<file path="src/fsc_pkg.sv">
// Package for the fault snapshot capture block: command codes, register
// offsets, record size and flash timing.
// Assumes a 200 MHz core clock and a simple strobe register port.
package fsc_pkg;

  localparam int unsigned CLK_MHZ        = 200;
  // Longest record write to flash, in microseconds
  localparam int unsigned FLASH_WR_US    = 1400;
  localparam int unsigned FLASH_WR_CYC   = FLASH_WR_US * CLK_MHZ;
  // Store copy time, kept short and fixed
  localparam int unsigned STORE_CYC      = 64;

  localparam int unsigned REC_BYTES      = 32;
  localparam int unsigned REC_AW         = 5;
  localparam int unsigned CFG_BYTES      = 16;
  localparam int unsigned CFG_AW         = 4;

  // Register word addresses
  localparam logic [7:0] REG_MISC        = 8'h00;
  localparam logic [7:0] REG_REC_CTRL    = 8'h04;
  localparam logic [7:0] REG_STATUS      = 8'h08;
  localparam logic [7:0] REG_STORE_CMD   = 8'h0c;
  localparam logic [7:0] REG_AVAIL       = 8'h10;
  localparam logic [7:0] REG_REC_PTR     = 8'h14;
  localparam logic [7:0] REG_REC_DATA    = 8'h18;
  localparam logic [7:0] REG_CFG_PTR     = 8'h1c;
  localparam logic [7:0] REG_CFG_DATA    = 8'h20;

  localparam int unsigned MISC_REC_EN_BIT = 1;

  localparam logic [7:0] CTRL_TO_RAM     = 8'h01;
  localparam logic [7:0] CTRL_TO_FLASH   = 8'h02;

  localparam logic [7:0] CMD_STORE_DEF   = 8'h11;
  localparam logic [7:0] CMD_RESTORE_DEF = 8'h12;
  localparam logic [7:0] CMD_STORE_USR   = 8'h15;
  localparam logic [7:0] CMD_RESTORE_USR = 8'h16;

  localparam logic [1:0] AVAIL_RESET     = 2'h3;

  typedef struct packed {
    logic [7:0]  addr;
    logic [31:0] wdata;
    logic        wr;
    logic        rd;
  } fsc_req_t;

  typedef enum logic [4:0] {
    ST_INIT   = 5'b00001,
    ST_IDLE   = 5'b00010,
    ST_FL_WR  = 5'b00100,
    ST_FL_RD  = 5'b01000,
    ST_STORE  = 5'b10000
  } fsc_state_t;

endpackage : fsc_pkg

</file>
<file path="src/fsc_top.sv">
// Fault snapshot capture and configuration store logic.
// Assumes the firmware tick, module-enable and fault inputs come from logic
// on the same clock; the nonvolatile arrays are modelled by registers.
`timescale 1ns/10ps

// Functional notes
// - Recording runs only while control bit 1 is set; clearing stops it.
// - Record is 32 bytes, read out byte by byte any time.
// - While recording, RAM record refreshed each firmware tick outside a flash write.
// - Recording off: RAM record frozen, fault values kept.
// - Control value 1 copies flash record into RAM.
// - Control value 2 writes record to flash, only when module disabled.
// - Fault with shutdown response writes record to flash automatically.
// - Fault with retry response never writes flash.
// - Record flash write takes up to 1400 us; busy meanwhile.
// - After copy, the record read returns the RAM record.
// - Flash record survives power cycle; copy and read retrieve it.
// - At start-up the stores are checked before settings are used.
// - Two configuration stores, default and user, each full image.
// - Restore-default command reloads working settings from default store.
// - Restore only from levels made available; others refused.
// - Store-user command saves working settings into user store.
// - Store-default command saves working settings into default store.
module fsc_top #(
  parameter int unsigned FLASH_WR_CYCLES = fsc_pkg::FLASH_WR_CYC
) (
  input  wire logic        clk,
  input  wire logic        rstn,
  input  wire fsc_pkg::fsc_req_t req,
  output logic [31:0]      rdata,
  input  wire logic        fw_tick,
  input  wire logic [7:0]  live_param [fsc_pkg::REC_BYTES],
  input  wire logic        module_en,
  input  wire logic        fault_shutdown,
  input  wire logic        fault_retry,
  output logic             flash_busy,
  output logic             cfg_valid
);

  localparam int unsigned CW = 32;

  function automatic logic hit(input fsc_pkg::fsc_req_t r, input logic [7:0] a);
    hit = (r.addr == a);
  endfunction : hit

  // A restore is refused when its level has not been made available
  function automatic logic restore_refused(input logic [7:0] c, input logic [1:0] av);
    restore_refused = (c == fsc_pkg::CMD_RESTORE_DEF && !av[0]) ||
                      (c == fsc_pkg::CMD_RESTORE_USR && !av[1]);
  endfunction : restore_refused

  function automatic logic ctrl_is(input fsc_pkg::fsc_req_t r, input logic [7:0] v);
    ctrl_is = r.wr && (r.addr == fsc_pkg::REG_REC_CTRL) && (r.wdata[7:0] == v);
  endfunction : ctrl_is

  //////////////////////////////////////////////////////////////////////////
  // State
  fsc_pkg::fsc_state_t state_q;
  logic [CW-1:0]       cnt_q;
  logic                rec_en_q;
  logic [7:0]          misc_q;
  logic                pend_ram_q;
  logic                pend_fl_q;
  logic                fault_pend_q;
  logic [7:0]          store_cmd_q;
  logic                refused_q;
  logic [1:0]          avail_q;
  logic [fsc_pkg::REC_AW-1:0] rec_ptr_q;
  logic [fsc_pkg::CFG_AW-1:0] cfg_ptr_q;
  logic [7:0]          rec_ram  [fsc_pkg::REC_BYTES];
  logic [7:0]          rec_fl   [fsc_pkg::REC_BYTES];
  logic [7:0]          cfg_work [fsc_pkg::CFG_BYTES];
  logic [7:0]          cfg_def  [fsc_pkg::CFG_BYTES];
  logic [7:0]          cfg_usr  [fsc_pkg::CFG_BYTES];

  logic wr_misc, wr_cmd, store_go, store_done, is_idle, done;
  assign wr_misc    = req.wr && hit(req, fsc_pkg::REG_MISC);
  assign wr_cmd     = req.wr && hit(req, fsc_pkg::REG_STORE_CMD);
  assign store_go   = wr_cmd && !restore_refused(req.wdata[7:0], avail_q);
  assign store_done = (state_q == fsc_pkg::ST_STORE) && done;
  assign is_idle = (state_q == fsc_pkg::ST_IDLE);
  assign done    = (cnt_q == '0);

  //////////////////////////////////////////////////////////////////////////
  // Control register; recording enable is bit 1
  always_ff @(posedge clk or negedge rstn) begin
    if (!rstn) begin
      misc_q <= 8'h00;
    end else if (wr_misc) begin
      misc_q <= req.wdata[7:0];
    end
  end
  assign rec_en_q = misc_q[fsc_pkg::MISC_REC_EN_BIT];

  //////////////////////////////////////////////////////////////////////////
  // Pending requests; a new request wins over the clear in the same cycle
  // A flag clears only in the cycle in which the sequencer takes it
  // Copy deferred while a flash write is due or running
  always_ff @(posedge clk or negedge rstn) begin
    if (!rstn) begin
      pend_ram_q <= 1'b0;
    end else if (ctrl_is(req, fsc_pkg::CTRL_TO_RAM)) begin
      pend_ram_q <= 1'b1;
    end else if (is_idle && !fault_pend_q && !pend_fl_q) begin
      pend_ram_q <= 1'b0;
    end
  end

  // Write only while module disabled
  // One flash write serves a host save and a fault save alike
  always_ff @(posedge clk or negedge rstn) begin
    if (!rstn) begin
      pend_fl_q <= 1'b0;
    end else if (ctrl_is(req, fsc_pkg::CTRL_TO_FLASH) && !module_en) begin
      pend_fl_q <= 1'b1;
    end else if (is_idle) begin
      pend_fl_q <= 1'b0;
    end
  end

  always_ff @(posedge clk or negedge rstn) begin
    if (!rstn) begin
      fault_pend_q <= 1'b0;
    end else if (fault_shutdown) begin
      fault_pend_q <= 1'b1;
    end else if (is_idle) begin
      fault_pend_q <= 1'b0;
    end
  end

  // Refusal is sticky until next command
  always_ff @(posedge clk or negedge rstn) begin
    if (!rstn) begin
      refused_q <= 1'b0;
    end else if (wr_cmd) begin
      refused_q <= restore_refused(req.wdata[7:0], avail_q);
    end
  end

  //////////////////////////////////////////////////////////////////////////
  // Sequencer; a fault save outranks a pending copy so that the fault
  // values reach flash before a copy can overwrite the RAM record
  always_ff @(posedge clk or negedge rstn) begin
    if (!rstn) begin
      state_q <= fsc_pkg::ST_INIT;
    end else begin
      unique case (state_q)
        // Load working settings after store check
        fsc_pkg::ST_INIT: begin
          state_q <= fsc_pkg::ST_STORE;
        end
        fsc_pkg::ST_IDLE: begin
          if (fault_pend_q || pend_fl_q) begin
            state_q <= fsc_pkg::ST_FL_WR;
          end else if (pend_ram_q) begin
            state_q <= fsc_pkg::ST_FL_RD;
          end else if (store_go) begin
            state_q <= fsc_pkg::ST_STORE;
          end
        end
        fsc_pkg::ST_FL_WR, fsc_pkg::ST_FL_RD, fsc_pkg::ST_STORE: begin
          if (done) begin
            state_q <= fsc_pkg::ST_IDLE;
          end
        end
        default: state_q <= fsc_pkg::ST_IDLE;
      endcase
    end
  end

  // Step counter, loaded as a timed state is entered
  always_ff @(posedge clk or negedge rstn) begin
    if (!rstn) begin
      cnt_q <= '0;
    end else begin
      unique case (state_q)
        fsc_pkg::ST_INIT: begin
          cnt_q <= CW'(fsc_pkg::STORE_CYC);
        end
        fsc_pkg::ST_IDLE: begin
          if (fault_pend_q || pend_fl_q) begin
            // Busy for the full write time
            cnt_q <= CW'(FLASH_WR_CYCLES);
          end else if (pend_ram_q) begin
            cnt_q <= CW'(fsc_pkg::REC_BYTES);
          end else if (store_go) begin
            cnt_q <= CW'(fsc_pkg::STORE_CYC);
          end
        end
        fsc_pkg::ST_FL_WR, fsc_pkg::ST_FL_RD, fsc_pkg::ST_STORE: begin
          if (!done) begin
            cnt_q <= cnt_q - CW'(1);
          end
        end
        default: cnt_q <= '0;
      endcase
    end
  end

  // Store command latched only when the sequencer accepts it
  always_ff @(posedge clk or negedge rstn) begin
    if (!rstn) begin
      store_cmd_q <= 8'h00;
    end else if (state_q == fsc_pkg::ST_INIT) begin
      store_cmd_q <= fsc_pkg::CMD_RESTORE_DEF;
    end else if (is_idle && !fault_pend_q && !pend_fl_q && !pend_ram_q && store_go) begin
      store_cmd_q <= req.wdata[7:0];
    end
  end

  //////////////////////////////////////////////////////////////////////////
  // Record RAM and flash image (flash has no reset, it survives power loss)
  always_ff @(posedge clk) begin
    if (rec_en_q && fw_tick && state_q != fsc_pkg::ST_FL_WR) begin
      rec_ram <= live_param;
    end else if (state_q == fsc_pkg::ST_FL_RD && done) begin
      // Flash image kept across power loss
      rec_ram <= rec_fl;
    end
  end

  // Flash image changes only once the write time has run out
  always_ff @(posedge clk) begin
    if (state_q == fsc_pkg::ST_FL_WR && done) begin
      rec_fl <= rec_ram;
    end
  end

  //////////////////////////////////////////////////////////////////////////
  // Configuration stores
  // Host writes, or reload from default or user store
  always_ff @(posedge clk) begin
    if (req.wr && hit(req, fsc_pkg::REG_CFG_DATA)) begin
      cfg_work[cfg_ptr_q] <= req.wdata[7:0];
    end else if (store_done && store_cmd_q == fsc_pkg::CMD_RESTORE_DEF) begin
      cfg_work <= cfg_def;
    end else if (store_done && store_cmd_q == fsc_pkg::CMD_RESTORE_USR) begin
      cfg_work <= cfg_usr;
    end
  end

  always_ff @(posedge clk) begin
    if (store_done && store_cmd_q == fsc_pkg::CMD_STORE_DEF) begin
      cfg_def <= cfg_work;
    end
  end

  always_ff @(posedge clk) begin
    if (store_done && store_cmd_q == fsc_pkg::CMD_STORE_USR) begin
      cfg_usr <= cfg_work;
    end
  end

  // Levels made available for restore
  always_ff @(posedge clk or negedge rstn) begin
    if (!rstn) begin
      avail_q <= fsc_pkg::AVAIL_RESET;
    end else if (req.wr && hit(req, fsc_pkg::REG_AVAIL)) begin
      avail_q <= req.wdata[1:0];
    end
  end

  always_ff @(posedge clk or negedge rstn) begin
    if (!rstn) begin
      rec_ptr_q <= '0;
    end else if (req.wr && hit(req, fsc_pkg::REG_REC_PTR)) begin
      rec_ptr_q <= req.wdata[fsc_pkg::REC_AW-1:0];
    end else if (req.rd && hit(req, fsc_pkg::REG_REC_DATA)) begin
      rec_ptr_q <= rec_ptr_q + fsc_pkg::REC_AW'(1);
    end
  end

  // Config pointer steps on every data access, read or write
  always_ff @(posedge clk or negedge rstn) begin
    if (!rstn) begin
      cfg_ptr_q <= '0;
    end else if (req.wr && hit(req, fsc_pkg::REG_CFG_PTR)) begin
      cfg_ptr_q <= req.wdata[fsc_pkg::CFG_AW-1:0];
    end else if ((req.wr || req.rd) && hit(req, fsc_pkg::REG_CFG_DATA)) begin
      cfg_ptr_q <= cfg_ptr_q + fsc_pkg::CFG_AW'(1);
    end
  end

  // Working settings valid once the start-up load has finished
  always_ff @(posedge clk or negedge rstn) begin
    if (!rstn) begin
      cfg_valid <= 1'b0;
    end else if (store_done) begin
      cfg_valid <= 1'b1;
    end
  end

  //////////////////////////////////////////////////////////////////////////
  // Busy flag, registered so that the pin comes straight from a flip-flop
  always_ff @(posedge clk or negedge rstn) begin
    if (!rstn) begin
      flash_busy <= 1'b0;
    end else begin
      flash_busy <= (state_q == fsc_pkg::ST_FL_WR) && !done;
    end
  end

  //////////////////////////////////////////////////////////////////////////
  // Read port
  always_ff @(posedge clk or negedge rstn) begin
    if (!rstn) begin
      rdata <= '0;
    end else begin
      rdata <= '0;
      if (req.rd) begin
        unique case (req.addr)
          fsc_pkg::REG_MISC:     rdata <= {24'h000000, misc_q};
          fsc_pkg::REG_STATUS:   rdata <= {24'h000000, 3'h0, state_q};
          fsc_pkg::REG_STORE_CMD: rdata <= {23'h000000, refused_q, store_cmd_q};
          fsc_pkg::REG_AVAIL:    rdata <= {30'h00000000, avail_q};
          fsc_pkg::REG_REC_PTR:  rdata <= {27'h0000000, rec_ptr_q};
          fsc_pkg::REG_REC_DATA: rdata <= {24'h000000, rec_ram[rec_ptr_q]};
          fsc_pkg::REG_CFG_PTR:  rdata <= {28'h0000000, cfg_ptr_q};
          fsc_pkg::REG_CFG_DATA: rdata <= {24'h000000, cfg_work[cfg_ptr_q]};
          default:               rdata <= '0;
        endcase
      end
    end
  end

endmodule : fsc_top

</file>
<file path="config.mk">
export PLATFORM = sky130hd
export DESIGN_NAME = fsc_top
export DESIGN_NICKNAME = d
export VERILOG_FILES = /design/src/fsc_pkg.sv /design/src/fsc_top.sv
export SDC_FILE = /design/constraint.sdc
export NUM_CORES = 1
export LEC_CHECK = 0
export BUFFER_PORTS_ARGS = -buffer_cell sky130_fd_sc_hd__buf_2
export CORE_AREA = 2 2 320 322
export CTS_BUF_LIST = sky130_fd_sc_hd__clkbuf_8
export DETAILED_ROUTE_END_ITERATION = 6
export DIE_AREA = 0 0 322 324
export SETUP_SLACK_MARGIN = 0.05
export SLEW_MARGIN = 20
export SYNTH_ARGS = -nofsm -noshare
export SYNTH_HDL_FRONTEND = slang
export SYNTH_SLANG_ARGS = --single-unit
</file>
<file path="constraint.sdc">
create_clock -name clk -period 21.3 [get_ports clk]
set_input_delay 2.13 -clock clk [delete_from_list [all_inputs] [get_ports clk]]
set_output_delay 2.13 -clock clk [all_outputs]
set_load 0.02 [all_outputs]
</file>
==> results.tsv, run 1 <==
stage	metric	value	unit
critical_path	worst r2r path cells	8	
synthesis	Synth Flop Type	edfxtp_1	
outcome	outcome	complete, no violations	
floorplanning	Initial Util	0.3972	
clock_network	CTS Buf Count	167	
timing	Slew Limit Headroom	0.2338	
critical_path	worst reg-to-reg setup slack	15760	ps
pwr	Pwr Density	95.27	nW/um^2
grt	vias in the first global route	23900	
synthesis	Post-synth EDFFs	896	
synthesis	top cells by area, synth	edfxtp_1 67%, mux2_2 7.6%, mux4_2 4.9%	
floorplanning	Site Rows	117	
pwr	Static Leak	15.91	nW
synthesis	Yosys top cell by area	edfxtp_1	
timing	final number of max-transition violations	0	
synthesis	Synth Cell Area	40120	sq um
synthesis	#FFs+latches synth	975	
clock_network	# resized after CTS	0	
finish	layout cell share with drive strength beyond 1	0.3230	
worst_hold_path	HP Class	reg -> reg	
clock_network	clk sinks	975	
timing	Final Skew	47.35	ps
route	drt drc	0	
clock_network	hold_buf cts	0	
timing	worst slew pin tran	1148	ps
grt	global-route wire length before repair	153.1	mm
critical_path	Critical Path, Cell by Cell	or3_1 > nor4_2 > nand2b_1 > nor3_2 > buf_4 > buf_4 > buf_4 > buf_4	
grt	aggregate global-route resource usage	0.1980	
synthesis	Synth Warn #	0	
route	detailed-route via count	23130	
worst_hold_path	hold path start	rec_ram[52]	
route	first-iteration detailed-routing DRC count	2213	
clock_network	Max clock buf depth	3	
pwr	peak supply drop	0.05646	mV
worst_hold_path	hold path endpoint	rec_fl[52]	
finish	Nets	2981	
floorplanning	Die X-Extent	322	microns
synthesis	register area share after synthesis	0.7201	
clock_network	CTS tree	built	
critical_path	most frequent CP cell	buf_4	
timing	highest clock rate	180.4	MHz
timing	worst hold slack	435.4	ps
grt	grt ovf	0	
critical_path	Worst R2R Start	cnt_q[8]	
synthesis	syn avg cell area	17.29	sq um
critical_path	Worst setup EP type	register	
finish	Filler cells	8774	
grt	pin count of the biggest net entering global routing	153	
synthesis	Yosys cell types	72	
synthesis	Async S/R FF share, synth	0.08103	
synthesis	share of the synthesized area in the top cell type	0.6707	
timing	setup violators final	0	
floorplanning	DIE AREA	104300	sq um
job	Max Cap Viol	0	
synthesis	Cells after Synth	2320	
timing	RSZ-0062 raised after global routing	no	
critical_path	required time of the worst setup path	21740	ps
route	post-detailed-route wirelength per cell	25.30	microns
floorplanning	Die Ht	324	microns
timing	Setup TNS	0	ps
finish	Layout area overhead	14.44	%
critical_path	worst-path maximum fanout	77	
timing	period utilisation layout	0.2602	
finish	Design Area, Final	45910	sq um
worst_hold_path	hold path depth	0	
clock_network	Worst-Skew Late Latency	840	ps
floorplanning	core box area	101000	sq um
route	first drt pass iteration count	7	
clock_network	setup bufs post-CTS	0	
placement	number of port buffers	289	
placement	placer congestion estimate	0.8906	
placement	placed inst area	42710	sq um
clock_network	Clock transition at path regs	60	ps
timing	Final Hold Viols	0	
route	Antenna Nets Post-Route	0	
pwr	PnR Total Power	0.004374	W
floorplanning	I/O pin count	338	
critical_path	worst setup path class	reg -> reg	
critical_path	Reg2Reg Capture Point	rec_fl[95]	
route	vias per inst	5.608	
clock_network	CTS root buf	clkbuf_8	
grt	initial antenna violation count	58	
critical_path	crit path DAT	5980	ps
timing	minimum clock period	5542	ps
critical_path	slowest stage delay, CP	910	ps
route	Routed WL	104.4	mm
placement	DPL Wire Length	64.79	mm
critical_path	critical path launch point type	register	
clock_network	H-tree levels	4	
critical_path	slowest stage cell, crit path	buf_4	
==> sequential cells by signal (all words and copies together) (netlist names), 2 cells and up <==
signal and count:
avail_q 2, cfg_def 128, cfg_ptr_q 4, cfg_usr 128, cfg_work 128, cnt_q 32, misc_q 8, rdata 9
rec_fl 256, rec_ptr_q 5, rec_ram 256, state_q 5, store_cmd_q 8
==> cells by family after synthesis <==
logic type / count (synthesis) / share of synthesized area
xor gates and xnor gates: 2 / 0.0004367
other: 1 / 0.00009348
buffers and inverters: 187 / 0.02373
DFF: 975 / 0.7201
muxes: 396 / 0.1343
adders and majority gates: 7 / 0.002183
and+or+nand+nor: 452 / 0.05992
AOI/OAI and AO/OA: 300 / 0.05923
==> where the power goes <==
group / internal, W / switching (W) / leakage (nW) / total, W
logic: 0.000209 / 0.000341 / 4.97 / 0.000550
registers: 0.00215 / 0.0000505 / 9.11 / 0.00220
clock network: 0.000835 / 0.000794 / 1.83 / 0.00163
total: 0.00319 / 0.00119 / 15.9 / 0.00437
==> metal layers <==
metal | global-route usage | vias up | share of wire
li1 | - | 10000 | -
met1 | 0.2539 | 11840 | 0.40
met2 | 0.3052 | 959 | 0.47
met3 | 0.07923 | 257 | 0.099
met4 | 0.06864 | 70 | 0.028
met5 | 0 | - | 0.0041
==> worst max-delay path, delay by kind of cell (launching register included) <==
| kind | cells | cell delay, ps |
|---|---|---|
| DFF | 1 | 420 |
| buffers and inverters | 4 | 3180 |
| and+or+nand+nor | 4 | 1370 |
==> layout by cell type (no fill, tap or decap), types with 8 or more instances in the layout <==
master    Yosys  routed
dfrtp_1      76      71
or4_1        15      15
o31ai_1       8       8
inv_1        26      89
and2_1       87      87
a21oi_1      47      47
clkinv_2      0      10
buf_2        11     288
mux2i_1      40      40
o211ai_1      9       9
mux4_2       87      87
conb_1        1      24
o22ai_1       9       9
diode_2       0      20
nor2_1       97      97
a22oi_1      14      14
or3_1        18      18
nor3_1       24      22
edfxtp_1    896     896
mux2_2      269     269
clkbuf_8      0     169
nor2b_1       9       9
nor4_1       16      16
and3_1       21      20
a31oi_1       9       9
a221o_1     132     132
clkinv_1      1      33
o21ai_0      38      38
nand2b_1      9       9
nand2_1      84      84
nand3_1      35      35
buf_4        35      27
==> final cells by class <==
type | count | area [sq um] | area share
sequential | 975 | 28900 | 0.6294
tap | 1309 | 1638 | 0.03567
clock buffer | 169 | 2326 | 0.05066
multi-input combinational | 1181 | 10410 | 0.2267
inverter | 28 | 105.1 | 0.002289
clock inverter | 126 | 813.3 | 0.01771
timing repair buffer | 317 | 1675 | 0.03649
antenna | 20 | 50.05 | 0.001090
==> Yosys cell counts (3+ instances only) <==
| library cell | n |
|---|---|
| edfxtp_1 | 896 |
| mux2_2 | 269 |
| a221o_1 | 132 |
| nor2_1 | 97 |
| clkbuf_1 | 90 |
| and2_1 | 87 |
| mux4_2 | 87 |
| nand2_1 | 84 |
| dfrtp_1 | 76 |
| a21oi_1 | 47 |
| mux2i_1 | 40 |
| o21ai_0 | 38 |
| buf_4 | 35 |
| nand3_1 | 35 |
| inv_1 | 26 |
| nor3_1 | 24 |
| and3_1 | 21 |
| or3_1 | 18 |
| nor4_1 | 16 |
| or4_1 | 15 |
| a22oi_1 | 14 |
| buf_6 | 14 |
| buf_2 | 11 |
| a31oi_1 | 9 |
| buf_1 | 9 |
| nand2b_1 | 9 |
| nor2b_1 | 9 |
| o211ai_1 | 9 |
| o22ai_1 | 9 |
| o31ai_1 | 8 |
| ha_1 | 7 |
| nand4_1 | 7 |
| or2_2 | 5 |
| a21o_1 | 4 |
| a221oi_1 | 3 |
| and3b_1 | 3 |
| and4b_1 | 3 |
| dfstp_2 | 3 |
| nor3b_1 | 3 |
| nor4b_1 | 3 |
| o21ai_1 | 3 |
| o32ai_1 | 3 |
==> worst max-delay path by stage <==
stage / from / endpoint / cells past startpoint / slack, ps
2_1_floorplan: cnt_q[20] / rec_fl[0] / 4 / 1340
3_3_place_gp: fw_tick / rec_ram[126] / 5 / 15460
3_5_place_dp: fw_tick / rec_ram[126] / 5 / 15360
4_1_cts: cnt_q[8] / rec_fl[95] / 8 / 15710
5_1_grt: cnt_q[8] / rec_fl[54] / 8 / 15400
6_report: cnt_q[8] / rec_fl[95] / 8 / 15760
==> per-stage QoR <==
| step | util | instances | setup slack [ps] |
|---|---|---|---|
| global placement | 0.4229 | 3810 | 15460 |
| finish | 0.4545 | 4125 | 15760 |
| CTS | 0.4539 | 4105 | 15710 |
| floorplan | - | 2343 | 1337 |
| global route | 0.4543 | 4117 | 15400 |
| detailed placement | 0.4229 | 3810 | 15360 |
(Power assumes the default switching activity.)
==> run 2, diff against run 1 <==
- clock period: 21.3 -> 5 ns (I/O delays scaled with it)
==> run 2 against run 1 <==
Net effect:
- critical path depth shrank 1
- sequential share of layout area down 3.4 points
- non-clock buffer count rose by 280
- global-route usage is 0.53 points higher
- sequential power increased to 4.3 times the previous value
- clock power increased to 4.0 times the previous value
- die area is the same
- combinational power increased to 4.6 times the previous value
- sequential cell count is the same
- critical endpoint is now cfg_work[77]
- critical path type unchanged
- cell count grew 6.5%
- fmax is 46% higher
==> results.tsv, run 2 (synthesis results as in run 1) <==
stage	metric	value	unit	change
grt	Global Route met2 Usage	0.3166		was 0.3052
clock_network	Clock transition at path regs	60	ps	about the same
critical_path	crit path DAT	4340	ps	was 5980 ps
route	Routed WL	105.9	mm	was 104.4 mm
timing	worst slew pin tran	968.1	ps	was 1148 ps
grt	routing usage on met1	0.2775		was 0.2539
finish	layout cell share with drive strength beyond 1	0.3022		was 0.3230
placement	worst slack, placed	1258	ps	was 15,360 ps
floorplanning	core box area	101000	sq um	unchanged
timing	setup violators final	0		unchanged
grt	GRT busiest layer	met2		unchanged
placement	number of port buffers	289		unchanged
grt	aggregate global-route resource usage	0.2032		was 0.1980
route	first drt pass iteration count	6		was 7
pwr	peak supply drop	0.2369	mV	was 0.05646 mV
timing	period utilisation layout	0.7579		was 0.2602
clock_network	H-tree levels	4		unchanged
route	Antenna Nets Post-Route	0		unchanged
timing	highest clock rate	263.9	MHz	was 180.4 MHz
floorplanning	Site Rows	117		unchanged
placement	placer congestion estimate	0.8562		was 0.8906
route	vias per inst	5.545		was 5.608
critical_path	worst-path maximum fanout	69		was 77
finish	area of the multi-input gates	10440	sq um	was 10,410 sq um
route	first-iteration detailed-routing DRC count	2305		was 2,213
clock_network	setup bufs post-CTS	0		unchanged
route	post-detailed-route wirelength per cell	24.10	microns	was 25.30 microns
finish	non-filler instance count after layout	4393		was 4,125
job	Max Cap Viol	0		unchanged
finish	leading registers by flop count	rec_fl (256), rec_ram (256)		unchanged
floorplanning	Die X-Extent	322	microns	unchanged
finish	leading cell type in the layout, fill and taps excluded	edfxtp_1		unchanged
floorplanning	I/O pin count	338		unchanged
timing	final worst setup slack	1210	ps	was 15,760 ps
clock_network	Max clock buf depth	3		unchanged
grt	met3 GRT Util	0.05120		was 0.07923
clock_network	CTS tree	built		unchanged
outcome	outcome	complete, no violations		unchanged
worst_hold_path	HP Class	in -> reg		was reg -> reg
finish	most frequent cells in the layout	896 x edfxtp_1, 288 x buf_2, 269 x mux2_2, 257 x dlygate4sd3_1, 170 x clkbuf_8		was 896 x edfxtp_1, 288 x buf_2, 269 x mux2_2, 169 x clkbuf_8, 132 x a221o_1
grt	global-route wire length before repair	159.6	mm	was 153.1 mm
critical_path	slowest stage cell, crit path	or3_1		was buf_4
finish	Filler cells	8587		was 8,774
pwr	PnR Total Power	0.01851	W	was 0.004374 W
placement	DPL Wire Length	66.42	mm	was 64.79 mm
route	drt drc	0		unchanged
clock_network	Worst-Skew Late Latency	850	ps	was 840 ps
critical_path	critical path launch point type	register		unchanged
grt	vias in the first global route	25610		was 23,900
placement	dpl cells	3833		was 3,810
timing	Final Hold Viols	0		unchanged
timing	final number of max-transition violations	0		unchanged
timing	minimum clock period	3790	ps	was 5542 ps
timing	RSZ-0062 raised after global routing	no		unchanged
timing	Slew Limit Headroom	0.3506		was 0.2338
finish	Layout area overhead	21.07	%	was 14.44%
route	detailed-route via count	24360		was 23,130
clock_network	CTS Buf Count	166		was 167
finish	FF+latch area	28900	sq um	about the same
timing	worst hold slack	80.09	ps	was 435.4 ps
timing	Setup TNS	0	ps	unchanged
pwr	Pwr Density	381.1	nW/um^2	was 95.27 nW/um^2
timing	Final Skew	44.04	ps	was 47.35 ps
clock_network	CTS root buf	clkbuf_8		unchanged
critical_path	Worst setup EP type	register		unchanged
grt	grt ovf	0		unchanged
floorplanning	Initial Util	0.3972		unchanged
floorplanning	Die Ht	324	microns	unchanged
floorplanning	DIE AREA	104300	sq um	unchanged
critical_path	slowest stage delay, CP	550	ps	was 910 ps
critical_path	Critical Path, Cell by Cell	or4_4 > nor4_4 > nand2b_1 > or3_1 > o21a_4 > buf_4 > a221o_1		was or3_1 > nor4_2 > nand2b_1 > nor3_2 > buf_4 > buf_4 > buf_4 > buf_4
critical_path	required time of the worst setup path	5550	ps	was 21,740 ps
critical_path	worst setup path class	reg -> reg		unchanged
clock_network	clk sinks	975		unchanged
finish	Nets	3260		was 2,981
grt	initial antenna violation count	19		was 58
grt	pin count of the biggest net entering global routing	129		was 153
pwr	Static Leak	17.01	nW	was 15.91 nW
[run 2: stage by stage]
step           instance area [sq um]    util
3_5_place_dp                   43020  0.4259
5_1_grt                        48560  0.4808
3_3_place_gp                   43020  0.4259
6_report                       48570  0.4808
4_1_cts                        48540  0.4806
2_1_floorplan                  40250       -
[run 2: area by class of cell]
| type | count | area share |
|---|---|---|
| tap | 1309 | 0.03372 |
| timing repair buffer | 597 | 0.09308 |
| antenna | 10 | 0.0005152 |
| inverter | 28 | 0.002164 |
| clock inverter | 123 | 0.01244 |
| multi-input combinational | 1181 | 0.2149 |
| sequential | 975 | 0.5950 |
| clock buffer | 170 | 0.04817 |
[run 2: what timing repair did]
| item | CTS | global route |
|---|---|---|
| endpoints found under the hold margin | 332 | 0 |
| hold buffers | 257 | 0 |
| gates resized for setup | 0 | 0 |
[run 2: worst max-delay path, delay by kind of cell (launching register included)]
family,cells,cell delay (ps)
AO/OA/AOI/OAI,2,910
buffers and inverters,1,480
flip-flops,1,410
AND/OR/NAND/NOR,4,1600
[run 2: layer usage]
metal  wire [microns]  part of all wire
met1            44970              0.42
met4             2867             0.027
met2            49450              0.47
met5              120            0.0011
met3             8460             0.080
[run 2: worst paths after layout]
kind                                endpoint  slack, ps  depth (start not counted)       start
worst max-delay path            cfg_work[77]       1210                          7   cnt_q[15]
worst min-delay path               pend_fl_q         80                          3   module_en
worst max register to register  cfg_work[77]       1210                          7   cnt_q[15]
worst min register to register     rec_fl[7]        430                          0  rec_ram[7]
max in group asynchronous       rec_ptr_q[1]       4130                          2        rstn
min in group asynchronous         flash_busy        270                          2        rstn
[run 2: report_power, final]
group | switching, W | internal (W) | total [W]
registers | 0.000262 | 0.00914 | 0.00940
clock network | 0.00334 | 0.00322 | 0.00656
logic | 0.00148 | 0.00107 | 0.00255
total | 0.00508 | 0.0134 | 0.0185
==> run 3, diff against run 2 <==
- clock period: 5 -> 3.1 ns (I/O delays scaled with it)
==> run 3 against run 2 <==
Net effect:
- clock power up 71%
- largest power group unchanged
- total power up 67%
- highest routed layer unchanged
- clock skew up 18 ps
- critical endpoint is now cfg_work[15]
- count of clock-buffer cells in the layout down 2
- critical path type unchanged
- die area unchanged
- first-iteration DRC count up 26%
- non-clock buffer count up 131
==> results.tsv, run 3 (synthesis results as in run 1) <==
stage	metric	value	unit	change
timing	final worst setup slack	151.0	ps	was 1210 ps
clock_network	Clock transition at path regs	60	ps	about the same
floorplanning	Initial Util	0.3972		unchanged
clock_network	clk sinks	975		unchanged
critical_path	required time of the worst setup path	3650	ps	was 5550 ps
floorplanning	I/O pin count	338		unchanged
grt	initial antenna violation count	22		was 19
clock_network	CTS tree	built		unchanged
grt	pin count of the biggest net entering global routing	58		was 129
grt	global-route wire length before repair	161.9	mm	was 159.6 mm
placement	worst slack, placed	121.8	ps	was 1258 ps
job	Max Cap Viol	0		unchanged
pwr	Clock Power Share	0.362		was 0.355
timing	Final Skew	62.33	ps	was 44.04 ps
timing	period utilisation layout	0.9513		was 0.7579
finish	Nets	3388		was 3,260
route	Routed WL	108.3	mm	was 105.9 mm
floorplanning	DIE AREA	104300	sq um	unchanged
pwr	Static Leak	17.84	nW	was 17.01 nW
critical_path	critical path launch point type	register		unchanged
timing	minimum clock period	2949	ps	was 3790 ps
route	detailed-route via count	24690		was 24,360
worst_hold_path	hold path depth	4		was 3
timing	worst hold slack	66.05	ps	was 80.09 ps
critical_path	worst setup path class	reg -> reg		unchanged
grt	vias in the first global route	25780		was 25,610
pwr	peak supply drop	0.5276	mV	was 0.2369 mV
finish	non-filler instance count after layout	4530		was 4,393
finish	Layout area overhead	25.34	%	was 21.07%
critical_path	crit path DAT	3500	ps	was 4340 ps
floorplanning	Site Rows	117		unchanged
clock_network	H-tree levels	4		unchanged
critical_path	Worst setup EP type	register		unchanged
route	post-detailed-route wirelength per cell	23.91	microns	was 24.10 microns
grt	grt ovf	0		unchanged
pwr	switching power	0.008377	W	was 0.005082 W
pwr	Comb pwr share	0.149		was 0.138
clock_network	CTS root buf	clkbuf_8		unchanged
placement	dpl cells	3946		was 3,833
placement	DPL Wire Length	70.55	mm	was 66.42 mm
route	vias per inst	5.451		was 5.545
critical_path	worst r2r path cells	7		unchanged
route	first-iteration detailed-routing DRC count	2915		was 2,305
route	Antenna Nets Post-Route	0		unchanged
route	first drt pass iteration count	5		was 6
floorplanning	Die Ht	324	microns	unchanged
finish	most frequent cells in the layout	896 x edfxtp_1, 288 x buf_2, 272 x dlygate4sd3_1, 269 x mux2_2, 168 x clkbuf_8		was 896 x edfxtp_1, 288 x buf_2, 269 x mux2_2, 257 x dlygate4sd3_1, 170 x clkbuf_8
floorplanning	Die X-Extent	322	microns	unchanged
clock_network	CTS Buf Count	163		was 166
grt	aggregate global-route resource usage	0.2073		was 0.2032
timing	setup violators final	0		unchanged
timing	RSZ-0062 raised after global routing	no		unchanged
finish	leading cell type in the layout, fill and taps excluded	edfxtp_1		unchanged
pwr	Internal Power	0.02247	W	was 0.01343 W
pwr	Pwr Density	613.4	nW/um^2	was 381.1 nW/um^2
timing	highest clock rate	339.1	MHz	was 263.9 MHz
timing	Final Hold Viols	0		unchanged
outcome	outcome	complete, no violations		unchanged
finish	final core area utilization	0.4978		was 0.4808
pwr	sequential power share	0.488		was 0.508
route	drt drc	0		unchanged
clock_network	Worst-Skew Late Latency	850	ps	about the same
placement	placer congestion estimate	0.8542		was 0.8562
timing	Slew Limit Headroom	0.2519		was 0.3506
worst_hold_path	HP Class	in -> reg		unchanged
finish	leading registers by flop count	rec_fl (256), rec_ram (256)		unchanged
finish	layout cell share with drive strength beyond 1	0.3319		was 0.3022
pwr	switching share of power	0.2716		was 0.2746
timing	worst slew pin tran	1121	ps	was 968.1 ps
floorplanning	core box area	101000	sq um	unchanged
timing	final number of max-transition violations	0		unchanged
clock_network	Max clock buf depth	3		unchanged
critical_path	worst-path maximum fanout	49		was 69
placement	number of port buffers	289		unchanged
-- run 3: cell types whose count changed in the layout (fill, tap and decap cells not counted), moves of 3 or more --
cell | before | now
nand2_2 | 0 | 3
nand2_1 | 84 | 81
dlygate4sd3_1 | 257 | 272
bufinv_16 | 1 | 7
clkinv_1 | 40 | 47
buf_4 | 42 | 122
inv_12 | 1 | 4
inv_1 | 79 | 61
buf_12 | 9 | 45
clkinv_2 | 17 | 28
-- run 3: path summary, 6_finish.rpt --
check                        startpoint        endpoint  slack (ps)
hold / removal                   req[7]  store_cmd_q[5]          70
min in group asynchronous          rstn       cnt_q[26]          90
setup / recovery              cnt_q[20]    cfg_work[15]         150
setup reg to reg              cnt_q[20]    cfg_work[15]         150
max in group asynchronous          rstn      state_q[0]        2250
hold reg to reg            rec_ram[230]     rec_fl[230]         440
-- run 3: worst max-delay path, stage by stage (launching register included) --
cell and delay, ps:
dfrtp_1 440, or4_4 610, nor3_4 240, nand3_4 100, or3_4 430, o21a_4 280
buf_12 180, a221o_1 340
-- run 3: timing repair --
| item | 4_1_cts | 5_1_grt |
|---|---|---|
| hold endpoints to repair | 330 | 0 |
| resized for setup | 0 | 7 |
| setup endpoints to repair | 0 | 340 |
| buffers inserted | 0 | 2 |
| hold buffers | 272 | 0 |
-- run 3: power groups by stage --
| stage | clock, W | combinational (W) | sequential, W |
|---|---|---|---|
| floorplan | 0 | 0.00281 | 0.0152 |
| global placement | 0 | 0.00414 | 0.0153 |
| detailed placement | 0 | 0.00425 | 0.0153 |
| CTS | 0.0114 | 0.00456 | 0.0151 |
| global route | 0.0120 | 0.00500 | 0.0151 |
| finish | 0.0112 | 0.00460 | 0.0151 |
-- run 3: metal layers --
metal	GRT usage	wire length, microns
met1	0.2845	45550
met2	0.3341	52180
met3	0.04601	8664
met4	0.05587	1825
met5	0	73
-- run 3: cell type report --
class	instances	area [sq um]
well taps	1309	1638
flip-flops and latches	975	28900
multi-input cells	1181	10460
clock inverters	129	832.0
diodes	12	30.03
fillers	8421	50730
repair buffers	728	6006
inverters	28	105.1
clock buffers	168	2312
-- run 3: through the flow --
step                      setup TNS (ps)  instance area [sq um]  power [W]
after floorplan                 -2128020                  40250    0.01801
after global placement                 0                  44320    0.01944
after detailed placement               0                  44320    0.01957
after CTS                              0                  50180    0.03107
after global routing                   0                  50270    0.03212
final                                  0                  50280    0.03084
